`src/hw/fsu_pkg.sv`:
```
// Constants, types and carriers of the file settings update decoder.
// Assumes a single pclk domain shared by every file of the block.
package fsu_pkg;
	// Command code and the one file that may carry messaging.
	localparam logic [7:0] CMD_CODE = 8'h5F;
	localparam logic [4:0] DM_FILE = 5'h02;
	// Reserved masks of the header, option and messaging option bytes.
	localparam logic [7:0] FNO_RSV = 8'hE0;
	localparam logic [7:0] OPT_RSV = 8'hB4;
	localparam logic [7:0] SOPT_RSV = 8'h06;
	// Bit positions inside the option and messaging option bytes.
	localparam int OPT_DM = 6;
	localparam int OPT_DEFER = 3;
	localparam int PROT_LSB = 0;
	localparam int SOPT_UID = 7;
	localparam int SOPT_CTR = 6;
	localparam int SOPT_LIM = 5;
	localparam int SOPT_ENC = 4;
	localparam int SOPT_PIN = 3;
	localparam int SOPT_ASCII = 0;
	// Nibble positions inside the key rights word.
	localparam int KR_META = 12;
	localparam int KR_SYM = 8;
	localparam int KR_ASYM = 4;
	// Nibble codes: highest key index, plain mirroring, switched off.
	localparam logic [3:0] KEY_MAX = 4'h4;
	localparam logic [3:0] NIB_PLAIN = 4'hE;
	localparam logic [3:0] NIB_OFF = 4'hF;
	// Counter offset that switches counter mirroring off.
	localparam logic [23:0] CTR_NONE = 24'h0FFFFF;
	// Last byte index of one, two and three byte fields.
	localparam logic [1:0] IDX_BYTE = 2'h0;
	localparam logic [1:0] IDX_WORD = 2'h1;
	localparam logic [1:0] IDX_TRIPLE = 2'h2;
	// Register byte addresses.
	localparam logic [7:0] A_FSIZE = 8'h00;
	localparam logic [7:0] A_LENS = 8'h04;
	localparam logic [7:0] A_STAT = 8'h08;
	localparam logic [7:0] A_HDR = 8'h0C;
	localparam logic [7:0] A_DMK = 8'h10;
	localparam logic [7:0] A_UID = 8'h14;
	localparam logic [7:0] A_CTR = 8'h18;
	localparam logic [7:0] A_CARD = 8'h1C;
	// Reset values of the file geometry registers.
	localparam logic [23:0] FSIZE_RST = 24'h000100;
	localparam logic [7:0] UIDL_RST = 8'h07;
	localparam logic [7:0] CTRL_RST = 8'h03;
	localparam logic [7:0] CARDL_RST = 8'h10;
	// Parser states, one per field of the frame, then trailing bytes and foreign frames.
	typedef enum {S_CMD, S_FNO, S_OPT, S_AR, S_SOPT, S_KR, S_UID,
		S_CTR, S_CARD, S_TAIL, S_DROP} parse_st_t;
	// One received byte with its frame end mark.
	typedef struct packed {logic valid; logic last; logic [7:0] data;}
		rx_byte_t;
	// File size and the lengths of the mirrored items.
	typedef struct packed {logic [23:0] fsize; logic [7:0] uid_len;
		logic [7:0] ctr_len; logic [7:0] card_len;} geom_t;
	// Outcome flags of the last frame and the parser activity.
	typedef struct packed {logic len_err; logic par_err; logic busy;}
		status_t;
	// Every field of one decoded frame with presence marks.
	typedef struct packed {logic [7:0] fno; logic [7:0] opt;
		logic [15:0] ar; logic [7:0] sopt; logic [15:0] kr;
		logic [23:0] uid_pos; logic [23:0] ctr_pos; logic [23:0] card_pos;
		logic uid_v; logic ctr_v; logic card_v;} settings_t;
	// True when a rights nibble names one of the keys.
	function automatic logic is_key(input logic [3:0] n);
		return n <= KEY_MAX;
	endfunction
endpackage

```
`src/hw/fsu_apb_regs.sv`:
```
// APB slave of the decoder: geometry registers and result readback.
// Assumes APB3 signalling on pclk; answers every access after two cycles.
`timescale 1ns/1ps
`default_nettype none
module fsu_apb_regs
(
	// Clock and reset.
	input wire logic pclk,
	input wire logic presetn,
	// APB slave port.
	input wire logic psel,
	input wire logic penable,
	input wire logic pwrite,
	input wire logic [7:0] paddr,
	input wire logic [31:0] pwdata,
	output logic [31:0] prdata,
	output logic pready,
	output logic pslverr,
	// Block side.
	input wire fsu_pkg::status_t stat,
	input wire fsu_pkg::settings_t set,
	output var fsu_pkg::geom_t geom
);
	import fsu_pkg::*;
	// Address decode of the eight words.
	wire a_fs = paddr == A_FSIZE;
	wire a_ln = paddr == A_LENS;
	wire a_st = paddr == A_STAT;
	wire a_hd = paddr == A_HDR;
	wire a_dk = paddr == A_DMK;
	wire a_ui = paddr == A_UID;
	wire a_ct = paddr == A_CTR;
	wire a_cd = paddr == A_CARD;
	wire hit = a_fs | a_ln | a_st | a_hd | a_dk | a_ui | a_ct | a_cd;
	// Only the geometry words take writes; the others show results.
	wire ro = a_st | a_hd | a_dk | a_ui | a_ct | a_cd;
	wire bad = ~hit | (pwrite & ro);
	// First access cycle: the answer is prepared for the next edge.
	wire first = psel & penable & ~pready;
	// The write lands on the edge where the master sees pready.
	wire commit = psel & penable & pready & pwrite & ~pslverr;
	// Read word selection; an unmapped address reads as zero.
	wire [31:0] rd = ({32{a_fs}} & {8'h00, geom.fsize})
		| ({32{a_ln}} & {8'h00, geom.card_len, geom.ctr_len, geom.uid_len})
		| ({32{a_st}} & {29'h0, stat.busy, stat.par_err, stat.len_err})
		| ({32{a_hd}} & {set.fno, set.opt, set.ar})
		| ({32{a_dk}} & {5'h0, set.card_v, set.ctr_v, set.uid_v,
			set.sopt, set.kr})
		| ({32{a_ui}} & {8'h00, set.uid_pos})
		| ({32{a_ct}} & {8'h00, set.ctr_pos})
		| ({32{a_cd}} & {8'h00, set.card_pos});
	// Answer flops: one wait state keeps the decode off the output path.
	always_ff @(posedge pclk or negedge presetn)
	begin
		if (!presetn)
		begin
			pready <= 1'b0;
			pslverr <= 1'b0;
			prdata <= 32'h0;
		end
		else
		begin
			pready <= first;
			pslverr <= first & bad;
			prdata <= first ? rd : prdata;
		end
	end
	// Geometry registers steer the offset range checks.
	always_ff @(posedge pclk or negedge presetn)
	begin
		if (!presetn)
			geom <= {FSIZE_RST, UIDL_RST, CTRL_RST, CARDL_RST};
		else if (commit && a_fs)
			geom.fsize <= pwdata[23:0];
		else if (commit && a_ln)
			{geom.card_len, geom.ctr_len, geom.uid_len} <= pwdata[23:0];
	end
endmodule
`default_nettype wire

```
`src/hw/fsu_checker.sv`:
```
// Parameter checks on one decoded frame against the file geometry.
// Assumes stable inputs for the cycle in which the result is taken.
`timescale 1ns/1ps
`default_nettype none
module fsu_checker
(
	// Decoded fields and geometry.
	input wire fsu_pkg::settings_t fld,
	input wire fsu_pkg::geom_t geom,
	// High when any parameter is not allowed.
	output logic par_err
);
	import fsu_pkg::*;
	// An offset fits when the item ends inside the file.
	function automatic logic fits(input logic [23:0] pos,
		input logic [7:0] len);
		return (geom.fsize >= {16'h0, len})
			&& (pos <= geom.fsize - {16'h0, len});
	endfunction
	// Rights nibbles: keys, off, and plain only where allowed.
	wire [3:0] meta = fld.kr[KR_META +: 4];
	wire [3:0] sym = fld.kr[KR_SYM +: 4];
	wire [3:0] asym = fld.kr[KR_ASYM +: 4];
	wire meta_ok = is_key(meta) | meta == NIB_PLAIN | meta == NIB_OFF;
	wire sym_ok = is_key(sym) | sym == NIB_OFF;
	wire asym_ok = is_key(asym) | asym == NIB_OFF;
	wire dm = fld.opt[OPT_DM];
	wire on2 = fld.fno[4:0] == DM_FILE;
	// Reserved bits, including the file-2 bits on any other file.
	wire rsv = |(fld.fno & FNO_RSV) // [RULE_02]
		| |(fld.opt & OPT_RSV) // [RULE_03]
		| (fld.opt[OPT_DM] & ~on2) // [RULE_04]
		| (fld.opt[OPT_DEFER] & ~on2) // [RULE_05]
		| (dm & |(fld.sopt & SOPT_RSV)); // [RULE_09]
	// Undefined nibble values are only checked if the word came in.
	wire nib = dm & ~(meta_ok & sym_ok & asym_ok); // [RULE_10] [RULE_11] [RULE_12]
	// Offset ranges; the counter has its own switch-off value.
	wire ofs = (fld.uid_v & ~fits(fld.uid_pos, geom.uid_len)) // [RULE_13]
		| (fld.ctr_v & fld.ctr_pos != CTR_NONE // [RULE_14]
			& ~fits(fld.ctr_pos, geom.ctr_len))
		| (fld.card_v & ~fits(fld.card_pos, geom.card_len)); // [RULE_15]
	assign par_err = rsv | nib | ofs; // [RULE_17]
endmodule
`default_nettype wire

```
`src/hw/file_settings_update_decoder.sv`:
```
// Parser for the file settings update command with result registers.
// Assumes bytes come from link logic on pclk, one per valid cycle.
//
// Contract
// RULE_01: Command code 0x5F starts a settings update.
// RULE_02: Header byte gives file index; bits 7-5 reserved.
// RULE_03: Option bits 1-0 give the protection level.
// RULE_04: Option bit 6 enables messaging, file 2 only.
// RULE_05: Option bit 3 defers configuration, file 2 only.
// RULE_06: Two access condition bytes follow the option.
// RULE_07: Messaging options byte present only with bit 6.
// RULE_08: Key rights word present only with bit 6.
// RULE_09: Options byte feature bits; bits 2-1 reserved.
// RULE_10: Meta right nibble: keys, plain or off.
// RULE_11: Symmetric read nibble: keys or off.
// RULE_12: Asymmetric read nibble: keys or off.
// RULE_13: Unique ID offset with bit 7 and plain.
// RULE_14: Counter offset with bit 6 and plain.
// RULE_15: Card data offset when meta names a key.
// RULE_16: Fields in order; length mismatch is flagged.
// RULE_17: Reserved bits, bad nibbles, bad offsets flag errors.
`timescale 1ns/1ps
`default_nettype none
module file_settings_update_decoder
(
	// Clock and reset.
	input wire logic pclk,
	input wire logic presetn,
	// APB register port.
	input wire logic psel,
	input wire logic penable,
	input wire logic pwrite,
	input wire logic [7:0] paddr,
	input wire logic [31:0] pwdata,
	output logic [31:0] prdata,
	output logic pready,
	output logic pslverr,
	// Command bytes from the link logic.
	input wire fsu_pkg::rx_byte_t rx,
	// Result of the last accepted frame.
	output logic upd_done,
	output logic upd_len_err,
	output logic upd_par_err,
	output var fsu_pkg::settings_t upd_settings
);
	import fsu_pkg::*;

	// Last byte index of the multi-byte field held in a state.
	function automatic logic [1:0] last_idx(input parse_st_t s);
		case (s)
			S_AR, S_KR: last_idx = IDX_WORD;
			S_UID, S_CTR, S_CARD: last_idx = IDX_TRIPLE;
			default: last_idx = IDX_BYTE;
		endcase
	endfunction

	parse_st_t st_r; // Field now expected.
	parse_st_t st_nxt;
	parse_st_t nf; // Field after the current one.
	logic [1:0] cnt_r; // Byte index inside the field.
	logic [1:0] cnt_nxt;
	settings_t fld_r; // Fields of the frame in progress.
	settings_t fld_nxt;
	logic len_r; // Length fault seen in this frame.
	logic len_nxt;
	logic eval_r; // Frame ended; results are taken next edge.
	logic eval_nxt;
	logic busy_r; // Parser is inside a frame.
	geom_t geom; // File geometry from software.
	logic chk_err; // Parameter verdict on fld_r.

	// Byte strobe and data of the incoming byte.
	wire take = rx.valid;
	wire [7:0] b = rx.data;
	wire fld_end = cnt_r == last_idx(st_r);

	// Presence of the optional fields, looked at on the merged fields
	// so that the key rights word decides in its own last byte.
	wire [3:0] meta = fld_nxt.kr[KR_META +: 4];
	wire dm_on = fld_nxt.opt[OPT_DM]; // [RULE_07] [RULE_08]
	wire meta_plain = meta == NIB_PLAIN;
	wire uid_pres = fld_nxt.sopt[SOPT_UID] & meta_plain; // [RULE_13]
	wire ctr_pres = fld_nxt.sopt[SOPT_CTR] & meta_plain; // [RULE_14]
	wire card_pres = is_key(meta); // [RULE_15]

	// Later fields are not decoded here, but their bytes are legal,
	// so trailing bytes are only a length fault when none may follow.
	wire tail_ok = fld_r.opt[OPT_DEFER] | (fld_r.opt[OPT_DM]
		& (fld_r.sopt[SOPT_PIN] | fld_r.sopt[SOPT_LIM]
		| fld_r.kr[KR_SYM +: 4] != NIB_OFF)); // [RULE_16]

	// Chain of optional offsets in their fixed order.
	parse_st_t after_ctr;
	parse_st_t after_uid;
	parse_st_t after_kr;
	assign after_ctr = card_pres ? S_CARD : S_TAIL;
	assign after_uid = ctr_pres ? S_CTR : after_ctr;
	assign after_kr = uid_pres ? S_UID : after_uid;

	// Field order of the frame; S_TAIL means all fields are in.
	always_comb
	begin
		case (st_r)
			S_FNO: nf = S_OPT;
			S_OPT: nf = S_AR; // [RULE_06]
			S_AR: nf = dm_on ? S_SOPT : S_TAIL; // [RULE_07]
			S_SOPT: nf = S_KR; // [RULE_08]
			S_KR: nf = after_kr; // [RULE_16]
			S_UID: nf = after_uid;
			S_CTR: nf = after_ctr;
			default: nf = S_TAIL;
		endcase
	end

	// Merge the current byte into its field; multi-byte values come
	// least significant byte first.
	always_comb
	begin
		fld_nxt = fld_r;
		if (take)
		begin
			case (st_r)
				S_FNO:
				begin
					// A new frame clears every field of the last one.
					fld_nxt = '0;
					fld_nxt.fno = b; // [RULE_02]
				end
				S_OPT: fld_nxt.opt = b; // [RULE_03] [RULE_04] [RULE_05]
				S_AR: fld_nxt.ar[{cnt_r[0], 3'h0} +: 8] = b; // [RULE_06]
				S_SOPT: fld_nxt.sopt = b; // [RULE_09]
				S_KR: fld_nxt.kr[{cnt_r[0], 3'h0} +: 8] = b; // [RULE_10]
				S_UID:
				begin
					fld_nxt.uid_pos[{cnt_r, 3'h0} +: 8] = b; // [RULE_13]
					fld_nxt.uid_v = 1'b1;
				end
				S_CTR:
				begin
					fld_nxt.ctr_pos[{cnt_r, 3'h0} +: 8] = b; // [RULE_14]
					fld_nxt.ctr_v = 1'b1;
				end
				S_CARD:
				begin
					fld_nxt.card_pos[{cnt_r, 3'h0} +: 8] = b; // [RULE_15]
					fld_nxt.card_v = 1'b1;
				end
				default: fld_nxt = fld_r;
			endcase
		end
	end

	// Frame sequencing: command match, field steps, end of frame.
	always_comb
	begin
		st_nxt = st_r;
		cnt_nxt = cnt_r;
		len_nxt = len_r;
		eval_nxt = 1'b0;
		if (take)
		begin
			case (st_r)
				S_CMD:
				begin
					len_nxt = 1'b0;
					cnt_nxt = IDX_BYTE;
					if (b != CMD_CODE) // [RULE_01]
						st_nxt = rx.last ? S_CMD : S_DROP;
					else if (rx.last)
					begin
						// A bare command byte is too short.
						len_nxt = 1'b1; // [RULE_16]
						eval_nxt = 1'b1;
					end
					else
						st_nxt = S_FNO;
				end
				// Foreign commands are skipped without any result.
				S_DROP: st_nxt = rx.last ? S_CMD : S_DROP;
				S_TAIL:
				begin
					if (!tail_ok)
						len_nxt = 1'b1; // [RULE_16]
					if (rx.last)
					begin
						st_nxt = S_CMD;
						eval_nxt = 1'b1;
					end
				end
				default:
				begin
					if (rx.last)
					begin
						// The frame must end on the last expected byte.
						st_nxt = S_CMD;
						eval_nxt = 1'b1;
						len_nxt = len_r | ~(fld_end & nf == S_TAIL); // [RULE_16]
					end
					else if (fld_end)
					begin
						st_nxt = nf;
						cnt_nxt = IDX_BYTE;
					end
					else
						cnt_nxt = cnt_r + 2'h1;
				end
			endcase
		end
	end

	// Parser state.
	always_ff @(posedge pclk or negedge presetn)
	begin
		if (!presetn)
		begin
			st_r <= S_CMD;
			cnt_r <= IDX_BYTE;
			fld_r <= '0;
			len_r <= 1'b0;
			eval_r <= 1'b0;
			busy_r <= 1'b0;
		end
		else
		begin
			st_r <= st_nxt;
			cnt_r <= cnt_nxt;
			fld_r <= fld_nxt;
			len_r <= len_nxt;
			eval_r <= eval_nxt;
			busy_r <= st_nxt != S_CMD;
		end
	end

	// Results are taken one cycle after the last byte, so the checker
	// sees settled fields; a new frame may start in that same cycle.
	always_ff @(posedge pclk or negedge presetn)
	begin
		if (!presetn)
		begin
			upd_done <= 1'b0;
			upd_len_err <= 1'b0;
			upd_par_err <= 1'b0;
			upd_settings <= '0;
		end
		else
		begin
			upd_done <= eval_r;
			if (eval_r)
			begin
				upd_len_err <= len_r; // [RULE_16]
				upd_par_err <= chk_err; // [RULE_17]
				upd_settings <= fld_r;
			end
		end
	end

	// Parameter checks on the finished frame.
	fsu_checker u_chk
	(
		.fld(fld_r),
		.geom(geom),
		.par_err(chk_err)
	);

	// Register port.
	fsu_apb_regs u_regs
	(
		.pclk(pclk),
		.presetn(presetn),
		.psel(psel),
		.penable(penable),
		.pwrite(pwrite),
		.paddr(paddr),
		.pwdata(pwdata),
		.prdata(prdata),
		.pready(pready),
		.pslverr(pslverr),
		.stat({upd_len_err, upd_par_err, busy_r}),
		.set(upd_settings),
		.geom(geom)
	);
endmodule
`default_nettype wire

```
`config.mk`:
```
export PLATFORM = sky130hd
export DESIGN_NAME = file_settings_update_decoder
export DESIGN_NICKNAME = d
export VERILOG_FILES = /design/src/hw/fsu_pkg.sv /design/src/hw/fsu_apb_regs.sv /design/src/hw/fsu_checker.sv /design/src/hw/file_settings_update_decoder.sv
export SDC_FILE = /design/constraint.sdc
export NUM_CORES = 1
export LEC_CHECK = 0
export ABC_AREA = 1
export BUFFER_PORTS_ARGS = -buffer_cell sky130_fd_sc_hd__buf_2
export CAP_MARGIN = 5
export CORE_MARGIN = 2
export CORE_UTILIZATION = 25
export CTS_CLUSTER_SIZE = 14
export DETAILED_ROUTE_END_ITERATION = 6
export SETUP_SLACK_MARGIN = 0.3
export SLEW_MARGIN = 20
export SYNTH_ARGS = -nofsm -noshare
export SYNTH_HDL_FRONTEND = slang
export SYNTH_SLANG_ARGS = --single-unit
```
`constraint.sdc`:
```
create_clock -name pclk -period 4.9 [get_ports pclk]
set_clock_uncertainty 0.2 [all_clocks]
set_input_delay 1.225 -clock pclk [delete_from_list [all_inputs] [get_ports pclk]]
set_output_delay 1.225 -clock pclk [all_outputs]
set_load 0.1 [all_outputs]
```
# --- Word-level counts from Yosys, hierarchy flattened ---
# Cells that the tools add are included.
word_totals:
  reg_bits: 384
  latchBits: 0
  mem_bits_rw: 0
  rom_bits: 0
  out_inout_bits: 168
  elab_cells: 240
  memories: 0
classes:
  add_sub_neg: 6
  mul: 0
  div_mod_pow: 0
  n_lt_le_gt_ge: 10
  n_eq_ne: 30
  shift: 4
  mux: 40
  bitwise: 77
  reduce_logical: 33
ops:
  columns: ["cell", "count"]
  rows:
  - ["$or 32x32->32", 7]
  - ["$mux 32", 6]
  - ["$and 32x24->32", 5]
  - ["$pmux 24 s2", 3]
  - ["$eq 32x3->1 const B", 4]
  - ["$mux 122", 1]
  - ["$eq 32x4->1 const B", 3]
  - ["$pmux 32 s3", 1]
  - ["$bwmux 24", 3]
  - ["$ge 24x8->1", 3]
  - ["$le 24x24->1", 3]
  - ["$sub 24x8->24", 3]
  - ["$eq 32x2->1 const B", 2]
  - ["$pmux 16 s2", 2]
  - ["$and 32x27->32", 1]
  - ["$and 32x3->32", 1]
  - ["$and 32x32->32", 1]
  - ["$bwmux 16", 2]
  - ["$eq 32x1->1 const B", 1]
  - ["$eq 32x5->1 const B", 1]
  - ["$eq 8x5->1 const B", 4]
  - ["$logic_not 32->1", 1]
  - ["$pmux 8 s2", 2]
  - ["$reduce_bool 32->1", 1]
  - ["38 further kinds", 139]

# --- Logic depth before layout (Yosys ltp) ---
logic_depth:
  word_depth: 16
  depth_mapped: 26

# --- Hierarchy ---
# From an unflattened synthesis, not the netlist that was laid out.
unflattened:
  hier_cells: 2658
  area_unflattened_um2: 21881.0
modules_own_cells:
  columns: ["module", "instances", "cells_each", "area_per_inst_um2"]
  rows:
  - ["file_settings_update_decoder", 1, 1289, 12819.8]
  - ["fsu_apb_regs", 1, 680, 4769.6]
  - ["fsu_checker", 1, 689, 4291.6]

# --- Worst setup path before layout ---
# No wires, ideal clock.
synth_path:
  kind: "flip-flop to flip-flop"
  from: "register, netlist name u_regs.geom[16]"
  to: "register upd_par_err"
  setup_ps: 121
  arrival_ps: 3448
  t_required_ps: 4579
  slack_ps: 1131
  path_stages_with_launch: 25
  path_buffers: 0
  synth_period_minus_slack_ps: 3769
  cell_sequence: "dfstp_2 ha_1 inv_1 fa_1 a21o_1 a21oi_1 o21ai_0 nand3_1 nand2_1 nor2_1 inv_1 nor2_1 nand2_1 xor2_1 inv_1 ha_1 nand4_1 nor3_1 nand4_1 nand2_1 o21ai_0 nand2_1 nand3b_1 nor2_1 nor2_1"
synth_between:
  elab_chain_len: 8
  elab_cells_between_ends: 9
synth_lines:
  columns: ["item", "line_no", "rtl"]
  rows:
  - ["$sub 24x8->24", "fsu_checker.sv:18", "&& (pos <= geom.fsize - {16'h0, len});"]
  - ["$le 24x24->1", "fsu_checker.sv:18", null]
  - ["$logic_and 1x1->1 *", "fsu_checker.sv:18", null]
  - ["$not 1->1 *", "fsu_checker.sv:38", "wire ofs = (fld.uid_v & ~fits(fld.uid_pos, geom.uid_len))"]
  - ["$and 1x1->1 *", "fsu_checker.sv:38", null]
  - ["$or 1x1->1 *", "fsu_checker.sv:39", "| (fld.ctr_v & fld.ctr_pos != CTR_NONE"]
  - ["$or 1x1->1 *", "fsu_checker.sv:41", "| (fld.card_v & ~fits(fld.card_pos, geom.card_len));"]
  - ["$or 1x1->1 *", "fsu_checker.sv:42", "assign par_err = rsv | nib | ofs;"]
  - ["end signal: assignment", "file_settings_update_decoder.sv:251", "upd_par_err <= chk_err;"]
  - ["end: declaration", "file_settings_update_decoder.sv:43", "output logic upd_par_err,"]
# Mark *: on every way between the ends. The rest lies on a longest branch, timed or not.
# A chain may end at the register's enable or synchronous reset.

# --- Worst setup path in the final report ---
layout_path:
  from: "register, netlist name u_regs.geom[18]"
  to: "register upd_par_err"
layout_between:
  elab_chain_len: 8
  elab_cells_between_ends: 9
layout_lines:
  columns: ["item", "line_no"]
  rows:
  - ["$sub 24x8->24", "fsu_checker.sv:18"]
  - ["$le 24x24->1", "fsu_checker.sv:18"]
  - ["$logic_and 1x1->1 *", "fsu_checker.sv:18"]
  - ["$not 1->1 *", "fsu_checker.sv:38"]
  - ["$and 1x1->1 *", "fsu_checker.sv:38"]
  - ["$or 1x1->1 *", "fsu_checker.sv:39"]
  - ["$or 1x1->1 *", "fsu_checker.sv:41"]
  - ["$or 1x1->1 *", "fsu_checker.sv:42"]
# Marks and branches as above.

==> key figures <==
Final layout
  – Net count, final: 2,895
  – Area Overhead vs Synth: 19.66%
  – Share of cells above drive strength 1: 0.1538
  – Highest-count cells in the layout ignoring fill and taps: nand2_1 (559), dfrtp_1 (374), o21ai_0 (329), inv_1 (324), buf_2 (213)
  – Finished Core Util: 0.3011
  – Leading cell type in the layout, fill and taps excluded: nand2_1

Timing
  – Final total negative setup slack: 0 ns
  – Hold violation total from the final report: 0
  – RSZ-0062 raised after global routing: false
  – Count of final max-slew check failures: 0
  – Final Setup Violations: 0
  – Final clock period utilization by the worst path: 0.8899
  – Fin crit period: 4.360 ns
  – Final worst hold slack: 0.2731 ns
  – Pin slew with the least headroom to its limit: 1.152 ns
  – Worst slew margin relative to its limit: 0.2270
  – Fmax: 0.2293 GHz

Clocking
  – Total clock buffers created by CTS: 41
  – Number of buffers on the longest clock path: 3
  – Clk Latency, worst-skew pair: 0.60 ns
  – Number of clock sinks: 384
  – Hold bufs inserted after CTS: 0
  – CTS tree: yes
  – Register clock-pin slew on the reported worst setup and hold paths: 0.07 ns
  – H-tree levels: 2
  – Root Driver: clkbuf_16

Global route
  – Total global routing overflow: 0
  – Global-route wire length before repair: 124.4 mm
  – Antenna violations before repair: 3
  – Via count of the first global-routing pass: 18,140
  – Total GRT Usage: 0.1976
  – Maximum number of pins on one net before global-route repair: 98

Floorplanning
  – Core Area: 81,720 sq um
  – Die width: 290.8 um
  – Boundary Pins: 223
  – FP Rows: 105
  – Initial standard-cell utilization of the core: 0.2516
  – Die ar.: 84,550 sq um
  – Die boundary height: 290.8 um

Logic synthesis
  – Leading register cell type out of synthesis: dfrtp_1
  – Distinct cell type count after synthesis: 58
  – Sequential element share of the synthesized area: 0.4678
  – Post-synthesis instance area: 20,560 sq um
  – Synthesized flop and latch total: 384
  – Compound-cell area share of the yosys netlist: 0.1737
  – Proportion of synthesized flip-flops having asynchronous set or reset: 1.000
  – Number of flops mapped to enable cells by yosys: 0
  – Xor/xnor cell area share of the yosys netlist: 0.02769
  – Average cell area after synthesis: 8.111 sq um
  – Arithmetic-cell share of the synthesized area counting full adders, half adders and majority gates: 0.06377
  – Number of cells produced by synthesis: 2,535
  – Main combinational cell family by area after synthesis: simple AND/OR/NAND/NOR gates
  – Number of warnings issued by yosys: 0
  – Synthesized-area fraction occupied by and/or/nand/nor cells: 0.1841
  – Synthesized Nets: 2,693
  – Portion of netlist area occupied by mux cells: 0

Worst setup path
  – Most numerous cell on the critical path: nand2_1
  – Slowest cell delay on critical path: 0.55 ns
  – Critical Path RT: 5.19 ns
  – Data arrival time of the critical path: 4.65 ns
  – Path type of the worst setup path: flop to flop
  – Critical-path maximum fanout: 4
  – Critical Path Sink Type: flop
  – Slowest stage cell on the critical path: dfstp_2
  – Combined buffer and inverter count along the critical path: 2
  – Largest delay share family, worst path: compound AO/OA/AOI/OAI gates
  – Critical Path Start Type: flop

Placed design
  – RePlAce Congestion: 1.003
  – Port-buffer cells: 214
  – Dpl hpwl: 65.77 mm

Power
  – Power Density: 531.2 nW/um^2
  – Worst-case vdd ir drop: 312.8 uV
  – Leakage: 11.97 nW

Route
  – Antenna violation net count after detailed routing: 0
  – Post-detailed-route wirelength per cell: 22.10 um
  – Total wire length: 84.89 mm
  – Total vias in the final route: 19,000
  – Average via count per standard cell: 4.947
  – Detailed router's first-iteration violation count: 2,069
  – Remaining DRCs: 0
  – Number of iterations in the first detailed-routing pass: 6

Worst hold path
  – Type of the most critical hold path: flop to flop

Outcome
  – Run status: finished, final reports clean

Job
  – Max-cap violation count: 0
path summary, 6_finish.rpt:
check	start	endpoint	slack [ns]	cells after the start
max	u_regs.geom[18]	upd_par_err	0.54	26
min	fld_r[97]	upd_settings[97]	0.27	2
max reg2reg	u_regs.geom[18]	upd_par_err	0.54	26
min reg2reg	fld_r[97]	upd_settings[97]	0.27	2
max in group asynchronous	presetn	u_regs.geom[18]	3.08	2
min in group asynchronous	presetn	fld_r[11]	0.49	1
power by group:
group / switching (W) / total, W / leakage (nW) / internal, W
clock: 0.00141 / 0.00326 / 0.679 / 0.00185
combinational: 0.00438 / 0.00548 / 6.12 / 0.00110
sequential: 0.000601 / 0.00433 / 5.17 / 0.00373
total: 0.00639 / 0.0131 / 12.0 / 0.00668
flip-flops by register name (all words and copies together), names as in the netlist, 2 cells and up:
name,count
fld_r,131
u_regs.prdata,32
st_r,32
cnt_r,2
upd_settings,131
u_regs.geom,48
synthesized netlist by cell type (5+ instances only):
| library cell | n | area [sq um] |
|---|---|---|
| a21oi_1 | 129 | 645.6 |
| o221ai_1 | 6 | 52.55 |
| o22ai_1 | 48 | 300.3 |
| xnor2_1 | 10 | 87.58 |
| inv_1 | 327 | 1227 |
| nand3_1 | 68 | 340.3 |
| o21a_1 | 11 | 82.58 |
| ha_1 | 100 | 1251 |
| xor2_1 | 55 | 481.7 |
| nand3_2 | 7 | 70.07 |
| dfstp_2 | 7 | 183.9 |
| inv_2 | 6 | 22.52 |
| clkbuf_1 | 101 | 379.1 |
| nor2_2 | 5 | 31.28 |
| a31oi_1 | 5 | 31.28 |
| nand4_1 | 30 | 187.7 |
| a221oi_1 | 23 | 201.4 |
| nand2_1 | 566 | 2125 |
| nor4_1 | 9 | 56.30 |
| a211oi_1 | 21 | 157.7 |
| nand2_2 | 10 | 62.56 |
| nor3_1 | 25 | 125.1 |
| nor2_1 | 174 | 653.1 |
| buf_2 | 6 | 30.03 |
| o21ai_0 | 334 | 1672 |
| o31ai_1 | 26 | 195.2 |
| dfrtp_1 | 377 | 9434 |
worst reg2reg max path, stage by stage, from the launching register on:
cell and delay [ns]:
dfstp_2 0.55, inv_1 0.04, ha_1 0.35, a21oi_1 0.15, o21ai_0 0.14, a21o_1 0.20, a21oi_2 0.16, nor2_1 0.09
o21ai_0 0.15, nand3_1 0.17, nor2_4 0.17, nand2_1 0.08, xor2_1 0.21, inv_1 0.07, ha_1 0.28, nand2_1 0.14
nor2_1 0.07, a211oi_1 0.20, o221ai_1 0.14, a21oi_1 0.17, nand2_1 0.07, nand2_1 0.07, o21ai_2 0.09, nand2_1 0.09
nand3b_1 0.07, nor2_1 0.09, nor2_1 0.04
stage by stage:
stage          total power, W  worst slack, ns  area [sq um]  instances
6_report              0.01307           0.5396         24600       3841
3_5_place_dp         0.009779           0.2957         23010       3761
4_1_cts               0.01305           0.3024         24410       3836
3_3_place_gp         0.009745           0.2955         23010       3761
2_1_floorplan        0.008054            1.131         20560       2535
5_1_grt               0.01367           0.2912         24600       3839
kinds of logic after synthesis:
group	after synthesis
AO/OA/AOI/OAI	630
XOR/XNOR	65
adder cells (fa/ha/maj)	103
buffers and inverters	447
flip-flops	384
AND/OR/NAND/NOR	906
repair_timing:
action,4_1_cts,5_1_grt
gates resized for setup,2,46
pin swaps,0,12
setup buffers,0,3
setup endpoints to repair,1,1
per-layer routing:
| metal | track usage | part of all wire | routed length [um] |
|---|---|---|---|
| met4 | 0.08808 | 0.050 | 4282 |
| met1 | 0.2555 | 0.41 | 34860 |
| met3 | 0.04719 | 0.089 | 7557 |
| met5 | 0 | 0.00014 | 12 |
| met2 | 0.3133 | 0.45 | 38180 |
area by class of cell:
type	count	area (sq um)
clock buffer	60	1177
multi-input combinational	1704	9425
clock inverter	15	211.5
tap	1070	1339
antenna	2	5.005
timing repair buffer	272	1567
inverter	334	1254
fill	8803	57110
sequential	384	9624
No activity file was read; power rests on OpenSTA's default activity.
